**src/hdl/mcw_cfg.svh**
```systemverilog
`ifndef MCW_CFG_SVH
`define MCW_CFG_SVH

// ****************************************
// Register offsets on the AXI4-Lite bus
// ****************************************
`define MCW_OFS_CTL 8'h00
`define MCW_OFS_CMD 8'h04
`define MCW_OFS_RDC 8'h08
`define MCW_OFS_DREG 8'h0c
`define MCW_OFS_DIAR 8'h10

// ****************************************
// Command word fields (bit n of the word is index 15-n)
// ****************************************
`define MCW_CMD_RSEL_LSB 0
`define MCW_CMD_READ 4
`define MCW_CMD_SYNC 6

// ****************************************
// Control word fields
// ****************************************
`define MCW_CTL_SWEEP 15
`define MCW_CTL_IGATE 14
`define MCW_CTL_NOOVL 13
`define MCW_CTL_CHSEL_LSB 11
`define MCW_CTL_ADJ 10
`define MCW_CTL_DEC 9
`define MCW_CTL_INC 8
`define MCW_CTL_TRAIL 7
`define MCW_CTL_LEAD 6
`define MCW_CTL_MOVE 5
`define MCW_CTL_PANEL_LSB 0

// ****************************************
// Read/status register fields
// ****************************************
`define MCW_RDC_GO 0
`define MCW_RDC_DONE 1
`define MCW_RDC_BUSY 0
`define MCW_RDC_CHSEL_LSB 4
`define MCW_RDC_PANEL_LSB 8

// ****************************************
// Reset values and timing
// ****************************************
`define MCW_CMD_RST 16'h0000
`define MCW_CTL_RST 16'h0000
`define MCW_READ_SETUP 4'h2
`define MCW_SYNC_HOLD 4'h2
`define MCW_RESP_OKAY 2'h0
`define MCW_RESP_SLVERR 2'h2

`endif

```
**src/hdl/mcw_pkg.sv**
```systemverilog
`default_nettype none
package mcw_pkg;

   typedef enum logic [1:0] {
      MCW_CH_NONE,
      MCW_CH_ONE,
      MCW_CH_TWO,
      MCW_CH_THREE
   } mcw_chsel_t;

   typedef enum logic [2:0] {
      MCW_PNL_ALL,
      MCW_PNL_FLOAT,
      MCW_PNL_STORAGE,
      MCW_PNL_STREAM,
      MCW_PNL_UNUSED,
      MCW_PNL_DAC,
      MCW_PNL_SINGLE
   } mcw_panel_t;

   typedef enum logic [2:0] {
      MCW_RD_IDLE,
      MCW_RD_STROBE,
      MCW_RD_SYNC,
      MCW_RD_CAPTURE,
      MCW_RD_RELEASE
   } mcw_rd_state_t;

endpackage : mcw_pkg
`default_nettype wire

```
**src/hdl/mcw_host.sv**
```systemverilog
// Functional notes
// - Control bit 0 makes instructions passes
// - Control bit 1 gates interrupts to boundaries
// - Control bit 2 blocks execution overlap
// - Control bits 3-4 select channel register
// - Clock margins act only with bit 5
// - Control bit 6 lowers clock frequency
// - Control bit 7 raises clock frequency
// - Control bit 8 delays trailing clock edge
// - Control bit 9 delays leading clock edge
// - Bit A picks even or odd clocks
// - Bits B-F form panel designator, B MSB
// - Designator 00 all, 03 stream, 05 DAC
// - Read strobe returns register and instruction address
// - Sync rises only after read is set
`timescale 1ns/1ps
`default_nettype none
`include "mcw_cfg.svh"

module mcw_host
   import mcw_pkg::*;
#(
   parameter int ADDR_W = 8,
   parameter int REG_W = 32,
   parameter int IAR_W = 32
) (
   input wire logic aclk, // Clock, 50 MHz
   input wire logic aresetn, // Synchronous reset, low
   input wire logic [ADDR_W-1:0] s_axi_awaddr, // Write address
   input wire logic [2:0] s_axi_awprot, // Write protection, unused
   input wire logic s_axi_awvalid, // Write address valid
   output logic s_axi_awready, // Write address ready
   input wire logic [31:0] s_axi_wdata, // Write data
   input wire logic [3:0] s_axi_wstrb, // Write byte strobes
   input wire logic s_axi_wvalid, // Write data valid
   output logic s_axi_wready, // Write data ready
   output logic [1:0] s_axi_bresp, // Write response
   output logic s_axi_bvalid, // Write response valid
   input wire logic s_axi_bready, // Write response ready
   input wire logic [ADDR_W-1:0] s_axi_araddr, // Read address
   input wire logic [2:0] s_axi_arprot, // Read protection, unused
   input wire logic s_axi_arvalid, // Read address valid
   output logic s_axi_arready, // Read address ready
   output logic [31:0] s_axi_rdata, // Read data
   output logic [1:0] s_axi_rresp, // Read response
   output logic s_axi_rvalid, // Read data valid
   input wire logic s_axi_rready, // Read data ready
   output logic [15:0] maint_command_word, // Command word to CPU
   output logic [15:0] maint_control_word, // Control word to CPU
   input wire logic [REG_W-1:0] disp_reg_data, // Selected CPU register
   input wire logic [IAR_W-1:0] current_instr_address // Instruction address
);

   // ****************************************
   // Helper functions
   // ****************************************
   function automatic logic [15:0] apply_strb(input logic [15:0] old,
                                              input logic [31:0] data,
                                              input logic [3:0] strb);
      logic [15:0] res;
      res = old;
      if (strb[0]) begin
         res[7:0] = data[7:0];
      end
      if (strb[1]) begin
         res[15:8] = data[15:8];
      end
      return res;
   endfunction : apply_strb

   function automatic mcw_panel_t panel_class(input logic [4:0] code);
      mcw_panel_t res;
      case (code)
         5'h00: res = MCW_PNL_ALL;
         5'h01: res = MCW_PNL_FLOAT;
         5'h02: res = MCW_PNL_STORAGE;
         5'h03: res = MCW_PNL_STREAM;
         5'h04: res = MCW_PNL_UNUSED;
         5'h05: res = MCW_PNL_DAC;
         default: res = MCW_PNL_SINGLE;
      endcase
      return res;
   endfunction : panel_class

   // ****************************************
   // Declarations
   // ****************************************
   logic [15:0] ctl_ff;
   logic [15:0] cmd_ff;
   logic read_ff;
   logic sync_ff;
   logic done_ff;
   logic [3:0] cnt_ff;
   logic [3:0] nxt_cnt;
   mcw_rd_state_t rd_state_ff;
   mcw_rd_state_t nxt_rd_state;
   logic [REG_W-1:0] dreg_ff;
   logic [IAR_W-1:0] diar_ff;
   logic bvalid_ff;
   logic [1:0] bresp_ff;
   logic rvalid_ff;
   logic [1:0] rresp_ff;
   logic [31:0] rdata_ff;
   logic wr_take;
   logic rd_take;
   logic wr_ctl;
   logic wr_cmd;
   logic wr_rdc;
   logic go_req;
   logic done_clr;
   logic done_set;
   logic [31:0] rd_word;
   logic rd_hit;
   logic wr_hit;
   logic [31:0] status_word;

   // ****************************************
   // AXI4-Lite handshakes
   // ****************************************
   assign wr_take = s_axi_awvalid && s_axi_wvalid && !bvalid_ff;
   assign s_axi_awready = wr_take;
   assign s_axi_wready = wr_take;
   assign rd_take = s_axi_arvalid && !rvalid_ff;
   assign s_axi_arready = rd_take;
   assign s_axi_bvalid = bvalid_ff;
   assign s_axi_bresp = bresp_ff;
   assign s_axi_rvalid = rvalid_ff;
   assign s_axi_rresp = rresp_ff;
   assign s_axi_rdata = rdata_ff;

   assign wr_ctl = wr_take && (s_axi_awaddr == `MCW_OFS_CTL);
   assign wr_cmd = wr_take && (s_axi_awaddr == `MCW_OFS_CMD);
   assign wr_rdc = wr_take && (s_axi_awaddr == `MCW_OFS_RDC) && s_axi_wstrb[0];
   assign wr_hit = (s_axi_awaddr == `MCW_OFS_CTL) || (s_axi_awaddr == `MCW_OFS_CMD) ||
                   (s_axi_awaddr == `MCW_OFS_RDC);
   assign go_req = wr_rdc && s_axi_wdata[`MCW_RDC_GO];
   assign done_clr = wr_rdc && s_axi_wdata[`MCW_RDC_DONE];

   always_ff @(posedge aclk) begin
      if (!aresetn) begin
         bvalid_ff <= 1'b0;
         bresp_ff <= `MCW_RESP_OKAY;
      end else if (wr_take) begin
         bvalid_ff <= 1'b1;
         bresp_ff <= wr_hit ? `MCW_RESP_OKAY : `MCW_RESP_SLVERR;
      end else if (s_axi_bready) begin
         bvalid_ff <= 1'b0;
      end
   end

   // ****************************************
   // Control and command word registers
   // ****************************************
   always_ff @(posedge aclk) begin
      if (!aresetn) begin
         ctl_ff <= `MCW_CTL_RST;
      end else if (wr_ctl) begin
         // Sweep, gate, overlap, channel select, margins, panel
         ctl_ff <= apply_strb(ctl_ff, s_axi_wdata, s_axi_wstrb);
      end
   end

   always_ff @(posedge aclk) begin
      if (!aresetn) begin
         cmd_ff <= `MCW_CMD_RST;
      end else if (wr_cmd) begin
         cmd_ff <= apply_strb(cmd_ff, s_axi_wdata, s_axi_wstrb);
      end
   end

   // Clock-margin bits pass as written; CPU honours them only with adjust set
   assign maint_control_word = ctl_ff;

   // Read and sync belong to the sequencer, never to software
   always_comb begin
      maint_command_word = cmd_ff;
      maint_command_word[`MCW_CMD_READ] = read_ff;
      maint_command_word[`MCW_CMD_SYNC] = sync_ff;
   end

   // ****************************************
   // Display register read sequencer
   // ****************************************
   always_comb begin
      nxt_rd_state = rd_state_ff;
      nxt_cnt = cnt_ff;
      case (rd_state_ff)
         MCW_RD_IDLE: begin
            if (go_req) begin
               nxt_rd_state = MCW_RD_STROBE;
               nxt_cnt = `MCW_READ_SETUP;
            end
         end
         MCW_RD_STROBE: begin
            if (cnt_ff == 4'h1) begin
               nxt_rd_state = MCW_RD_SYNC;
               nxt_cnt = `MCW_SYNC_HOLD;
            end else begin
               nxt_cnt = cnt_ff - 4'h1;
            end
         end
         MCW_RD_SYNC: begin
            if (cnt_ff == 4'h1) begin
               nxt_rd_state = MCW_RD_CAPTURE;
            end else begin
               nxt_cnt = cnt_ff - 4'h1;
            end
         end
         MCW_RD_CAPTURE: begin
            nxt_rd_state = MCW_RD_RELEASE;
         end
         MCW_RD_RELEASE: begin
            nxt_rd_state = MCW_RD_IDLE;
         end
         default: begin
            nxt_rd_state = MCW_RD_IDLE;
         end
      endcase
   end

   always_ff @(posedge aclk) begin
      if (!aresetn) begin
         rd_state_ff <= MCW_RD_IDLE;
         cnt_ff <= 4'h0;
      end else begin
         rd_state_ff <= nxt_rd_state;
         cnt_ff <= nxt_cnt;
      end
   end

   // Read up before sync, sync dropped before read
   always_ff @(posedge aclk) begin
      if (!aresetn) begin
         read_ff <= 1'b0;
         sync_ff <= 1'b0;
      end else begin
         read_ff <= (nxt_rd_state != MCW_RD_IDLE) && (nxt_rd_state != MCW_RD_RELEASE);
         sync_ff <= (nxt_rd_state == MCW_RD_SYNC);
      end
   end

   always_ff @(posedge aclk) begin
      if (!aresetn) begin
         dreg_ff <= '0;
         diar_ff <= '0;
      end else if (rd_state_ff == MCW_RD_CAPTURE) begin
         dreg_ff <= disp_reg_data;
         diar_ff <= current_instr_address;
      end
   end

   assign done_set = (rd_state_ff == MCW_RD_RELEASE);

   // Completion flag: a set in the clear cycle wins
   always_ff @(posedge aclk) begin
      if (!aresetn) begin
         done_ff <= 1'b0;
      end else if (done_set) begin
         done_ff <= 1'b1;
      end else if (done_clr) begin
         done_ff <= 1'b0;
      end
   end

   // ****************************************
   // Register read path
   // ****************************************
   always_comb begin
      status_word = 32'h0000_0000;
      status_word[`MCW_RDC_BUSY] = (rd_state_ff != MCW_RD_IDLE);
      status_word[`MCW_RDC_DONE] = done_ff;
      status_word[`MCW_RDC_CHSEL_LSB +: 2] =
         mcw_chsel_t'(ctl_ff[`MCW_CTL_CHSEL_LSB +: 2]);
      status_word[`MCW_RDC_PANEL_LSB +: 3] =
         panel_class(ctl_ff[`MCW_CTL_PANEL_LSB +: 5]);
   end

   always_comb begin
      rd_word = 32'h0000_0000;
      rd_hit = 1'b1;
      case (s_axi_araddr)
         `MCW_OFS_CTL: rd_word = {16'h0000, ctl_ff};
         `MCW_OFS_CMD: rd_word = {16'h0000, maint_command_word};
         `MCW_OFS_RDC: rd_word = status_word;
         `MCW_OFS_DREG: rd_word[REG_W-1:0] = dreg_ff;
         `MCW_OFS_DIAR: rd_word[IAR_W-1:0] = diar_ff;
         default: rd_hit = 1'b0;
      endcase
   end

   always_ff @(posedge aclk) begin
      if (!aresetn) begin
         rvalid_ff <= 1'b0;
         rresp_ff <= `MCW_RESP_OKAY;
         rdata_ff <= 32'h0000_0000;
      end else if (rd_take) begin
         rvalid_ff <= 1'b1;
         rresp_ff <= rd_hit ? `MCW_RESP_OKAY : `MCW_RESP_SLVERR;
         rdata_ff <= rd_word;
      end else if (s_axi_rready) begin
         rvalid_ff <= 1'b0;
      end
   end

endmodule : mcw_host
`default_nettype wire

```
**config.mk**
```make
export PLATFORM = sky130hd
export DESIGN_NAME = mcw_host
export DESIGN_NICKNAME = d
export VERILOG_FILES = /design/src/hdl/mcw_pkg.sv /design/src/hdl/mcw_host.sv
export VERILOG_INCLUDE_DIRS = /design/src /design/src/hdl
export SDC_FILE = /design/constraint.sdc
export NUM_CORES = 1
export LEC_CHECK = 0
export BUFFER_PORTS_ARGS = -buffer_cell sky130_fd_sc_hd__buf_2
export CORE_MARGIN = 2
export CORE_UTILIZATION = 50
export DETAILED_ROUTE_END_ITERATION = 8
export GPL_ROUTABILITY_DRIVEN = 0
export PLACE_DENSITY_LB_ADDON = 0.05
export SLEW_MARGIN = 20
export SYNTH_ARGS = -nofsm -noshare
export SYNTH_HDL_FRONTEND = slang
export SYNTH_SLANG_ARGS = --single-unit
```
**constraint.sdc**
```tcl
create_clock -name aclk -period 2.7 [get_ports aclk]
set_input_delay 0.54 -clock aclk [delete_from_list [all_inputs] [get_ports aclk]]
set_output_delay 0.54 -clock aclk [all_outputs]
set_load 0.01 [all_outputs]
```
==> impl_metrics.prom <==
# TYPE chip_impl_metric gauge
chip_impl_metric{name="cts-buffers-inserted",unit=""} 17
chip_impl_metric{name="placed_inst_area",unit="sq um"} 6730
chip_impl_metric{name="drt.antenna.violating_nets",unit=""} 0
chip_impl_metric{name="yosys.area_share.simple",unit="%"} 19.9
chip_impl_info{name="cp_slowest_cell",value="and4_1"} 1
chip_impl_metric{name="worst-endpoint-arrival",unit="ns"} 2.31
chip_impl_metric{name="die_area",unit="sq um"} 12500
chip_impl_metric{name="global_route.usage.total",unit="%"} 25.6
chip_impl_metric{name="io-pin-count",unit=""} 202
chip_impl_metric{name="finalCriticalPeriod",unit="ns"} 2.03
chip_impl_metric{name="final-setup-viol-count",unit=""} 0
chip_impl_metric{name="total_number_of_vias",unit=""} 5322
chip_impl_metric{name="htreeDepth",unit=""} 4
chip_impl_metric{name="postSynthAreaPerCell",unit="sq um"} 8.60
chip_impl_metric{name="grt.overflow.total",unit=""} 0
chip_impl_info{name="run_status",value="complete, no violations"} 1
chip_impl_metric{name="synth-edff-count",unit=""} 0
chip_impl_metric{name="worst-endpoint-required",unit="ns"} 2.98
chip_impl_metric{name="synth-async-reset-ratio",unit="%"} 0
chip_impl_metric{name="grt_pass1_wl",unit="mm"} 25.2
chip_impl_metric{name="placeableCoreArea",unit="sq um"} 11400
chip_impl_metric{name="ys_seq_area_share",unit="%"} 48.4
chip_impl_metric{name="port_buffers",unit=""} 175
chip_impl_metric{name="routed_wire_length_per_instance",unit="microns"} 16.0
chip_impl_metric{name="synth_adder_area_share",unit="%"} 0.432
chip_impl_metric{name="post-route-worst-setup-slack",unit="ns"} 0.674
chip_impl_metric{name="cts_buffer_depth",unit=""} 2
chip_impl_info{name="main_combinational_cell_family_by_area_after_synthesis",value="simple AND/OR/NAND/NOR gates"} 1
chip_impl_metric{name="detailedRoute.firstPassIterationCount",unit=""} 5
chip_impl_metric{name="worstMarginPinSlew",unit="ns"} 0.962
chip_impl_metric{name="ir_drop",unit="uV"} 589
chip_impl_metric{name="fin_worst_skew",unit="ns"} 0.00516
chip_impl_metric{name="timing.critical_path.fanout_max",unit=""} 8
chip_impl_metric{name="critical-path-max-stage-delay",unit="ns"} 0.67
chip_impl_metric{name="power_leakage",unit="uW"} 0.00311
chip_impl_info{name="critPathTopFamily",value="simple AND/OR/NAND/NOR gates"} 1
chip_impl_metric{name="critPathBufInv",unit=""} 0
chip_impl_metric{name="synth_compound_area_share",unit="%"} 17.6
chip_impl_metric{name="fin_tns_setup",unit="ns"} 0
chip_impl_metric{name="syn_to_final_growth",unit="%"} 26.1
chip_impl_metric{name="hpwlAfterDp",unit="mm"} 11.0
chip_impl_metric{name="ys_ff_latch",unit=""} 140
chip_impl_info{name="worst_setup_path_end_kind",value="flip-flop"} 1
chip_impl_metric{name="post-route-util",unit="%"} 64.2
chip_impl_metric{name="layout-drive-gt1-share",unit="%"} 27.3
chip_impl_info{name="grt_setup_unrepaired",value="no"} 1
chip_impl_metric{name="cts_hold_repair.buffers",unit=""} 0
chip_impl_metric{name="syn_area",unit="sq um"} 5790
chip_impl_metric{name="chip_height",unit="microns"} 112
chip_impl_metric{name="area_share_of_xor_xnor_cells_in_the_synthesized_design",unit="%"} 0.151
chip_impl_metric{name="post_synth_mux_area_share",unit="%"} 8.86
chip_impl_info{name="critical_path_cell_list",value="nor4bb_1, and4_1, mux2i_1, nor2_1"} 1
chip_impl_metric{name="synth.lib_cells_used.distinct",unit=""} 59
chip_impl_info{name="timing.setup.critical_path_class",value="reg2reg"} 1
chip_impl_metric{name="grt_pass1_vias",unit=""} 5192
chip_impl_info{name="dominantRegCellSynth",value="dfxtp_1"} 1
chip_impl_metric{name="number_of_post_cts_setup_repair_buffers",unit=""} 0
chip_impl_metric{name="period_share",unit="%"} 75.0
chip_impl_metric{name="hold_slack",unit="ns"} 0.360
chip_impl_metric{name="drt_iter0_markers",unit=""} 267
chip_impl_metric{name="start_util",unit="%"} 50.9
chip_impl_metric{name="pwr_cell_area",unit="nW/um^2"} 617
chip_impl_metric{name="fp-row-count",unit=""} 39
chip_impl_metric{name="sink_count",unit=""} 140
chip_impl_info{name="clock_root_buffer_master",value="clkbuf_16"} 1
chip_impl_metric{name="number_of_gates_resized_after_cts",unit=""} 0
chip_impl_metric{name="floorplan.die.width",unit="microns"} 112
chip_impl_info{name="cts_tree",value="done"} 1
chip_impl_metric{name="remaining_drc_errors",unit=""} 0
chip_impl_metric{name="maxSlewHeadroom",unit="%"} 35.7
chip_impl_metric{name="via_per_inst",unit=""} 5.40
chip_impl_info{name="hold_class",value="in2reg"} 1
chip_impl_info{name="critical_path.startpoint_type",value="flip-flop"} 1
chip_impl_metric{name="clkLatencyLatePin",unit="ns"} 0.42
chip_impl_metric{name="maximum_number_of_pins_on_one_net_before_global_route_repair",unit=""} 51
chip_impl_metric{name="max_clock_freq",unit="MHz"} 494
chip_impl_metric{name="slew_viol_final",unit=""} 0
chip_impl_metric{name="layout.nets",unit=""} 961
chip_impl_metric{name="pre_cts_slack",unit="ns"} 0.350
chip_impl_metric{name="clk_pin_slew_worst_paths",unit="ns"} 0.05
chip_impl_metric{name="ys_warn_count",unit=""} 0
chip_impl_metric{name="grt_antenna_before_repair",unit=""} 1
chip_impl_metric{name="synth_cells",unit=""} 673
chip_impl_metric{name="cap_viol_max_count",unit=""} 0
chip_impl_metric{name="stdcell_area",unit="sq um"} 7300
chip_impl_metric{name="drt-total-wl",unit="mm"} 15.8
chip_impl_metric{name="timing_hold_violations_final",unit=""} 0
==> layout make-up <==
type,instances,area [sq um]
fillers,991,4070
flip-flops and latches,140,2800
multi-input cells,475,2730
repair buffers,188,986
clock buffers,24,502
well taps,143,179
clock inverters,6,61.3
inverters,8,31.3
diodes,1,2.50
==> cell families after synthesis <==
| family | count (synthesis) |
|---|---|
| multiplexers | 49 |
| flip-flops | 140 |
| XOR/XNOR | 1 |
| AO/OA/AOI/OAI | 169 |
| AND/OR/NAND/NOR | 252 |
| other | 1 |
| adder cells (fa/ha/maj) | 2 |
| buffers and inverters | 59 |
==> flip-flops by register name, indices dropped and copies added, names as in the netlist <==
register / flops
s_axi_rresp: 1
done_ff: 1
dreg_ff: 32
s_axi_rdata: 32
rd_state_ff: 3
s_axi_bresp: 1
s_axi_bvalid: 1
maint_control_word: 16
cnt_ff: 4
diar_ff: 32
cmd_ff: 14
sync_ff: 1
s_axi_rvalid: 1
read_ff: 1
==> routing by layer <==
metal  GRT usage, %  vias to the layer above  share of wire, %
li1               -                     2647                 -
met1           31.7                     2487                44
met2           41.7                      164                48
met3           7.51                       24               5.6
met4           11.0                        0               2.3
met5              0                        -                 0
==> worst paths after layout <==
path	startpoint	endpoint	slack, ns	cells after the start
max	s_axi_bvalid	cmd_ff[14]	0.67	4
min	current_instr_address[17]	diar_ff[17]	0.36	3
max reg2reg	s_axi_bvalid	cmd_ff[14]	0.67	4
min reg2reg	s_axi_rdata[28]	s_axi_rdata[28]	0.44	2
==> cells in the mapped netlist, types with 2 or more instances <==
cell type / instances / area [sq um]
nor2b_1: 6 / 37.5
inv_2: 2 / 7.51
nand4_1: 4 / 25.0
and3b_1: 2 / 17.5
mux2_1: 8 / 90.1
a211oi_1: 3 / 22.5
a22oi_1: 27 / 203
and3_1: 2 / 12.5
dfxtp_1: 140 / 2800
or3_1: 2 / 12.5
o32ai_1: 2 / 17.5
nand2b_1: 7 / 43.8
o221a_1: 2 / 22.5
o21ai_1: 19 / 95.1
a22o_1: 7 / 61.3
nor4_1: 2 / 12.5
clkbuf_1: 37 / 139
o22ai_1: 3 / 18.8
ha_1: 2 / 25.0
nor2_1: 42 / 158
nor4_4: 2 / 42.5
nor3b_1: 4 / 30.0
a21oi_1: 75 / 375
mux2i_1: 40 / 400
buf_2: 4 / 20.0
buf_6: 2 / 22.5
nor3_1: 4 / 20.0
inv_1: 6 / 22.5
and2_1: 2 / 12.5
a32oi_1: 2 / 17.5
nand3_1: 4 / 20.0
and4_1: 2 / 17.5
buf_1: 2 / 7.51
buf_4: 6 / 45.0
a221oi_1: 2 / 17.5
o21ai_0: 18 / 90.1
or2_1: 2 / 12.5
nand2_1: 156 / 586
==> tightest hold or removal path, stage by stage <==
cell	delay, ns
buf_2	0.10
nand2_1	0.04
a21oi_1	0.05
==> power breakdown <==
part / internal [uW] / switching, uW
Sequential: 2080 / 6.33
Clock: 1370 / 818
Combinational: 93.2 / 134
Total: 3540 / 958
==> through the flow <==
step	power, uW	cells
5_1_grt	4660	985
3_5_place_dp	2350	954
6_report	4500	985
2_1_floorplan	2230	674
3_3_place_gp	2350	954
4_1_cts	4540	984
==> cells in the final DEF (no fill, tap or decap), types with 7 or more instances in the layout <==
cell | synthesis | final
a21oi_1 | 75 | 75
a22o_1 | 7 | 7
a22oi_1 | 27 | 27
buf_2 | 4 | 175
buf_4 | 6 | 12
clkbuf_16 | 0 | 17
dfxtp_1 | 140 | 140
mux2_1 | 8 | 8
mux2i_1 | 40 | 40
nand2_1 | 156 | 156
nand2b_1 | 7 | 7
nor2_1 | 42 | 40
o21ai_0 | 18 | 18
o21ai_1 | 19 | 19
Note: power is estimated with default switching activity, not from simulation.
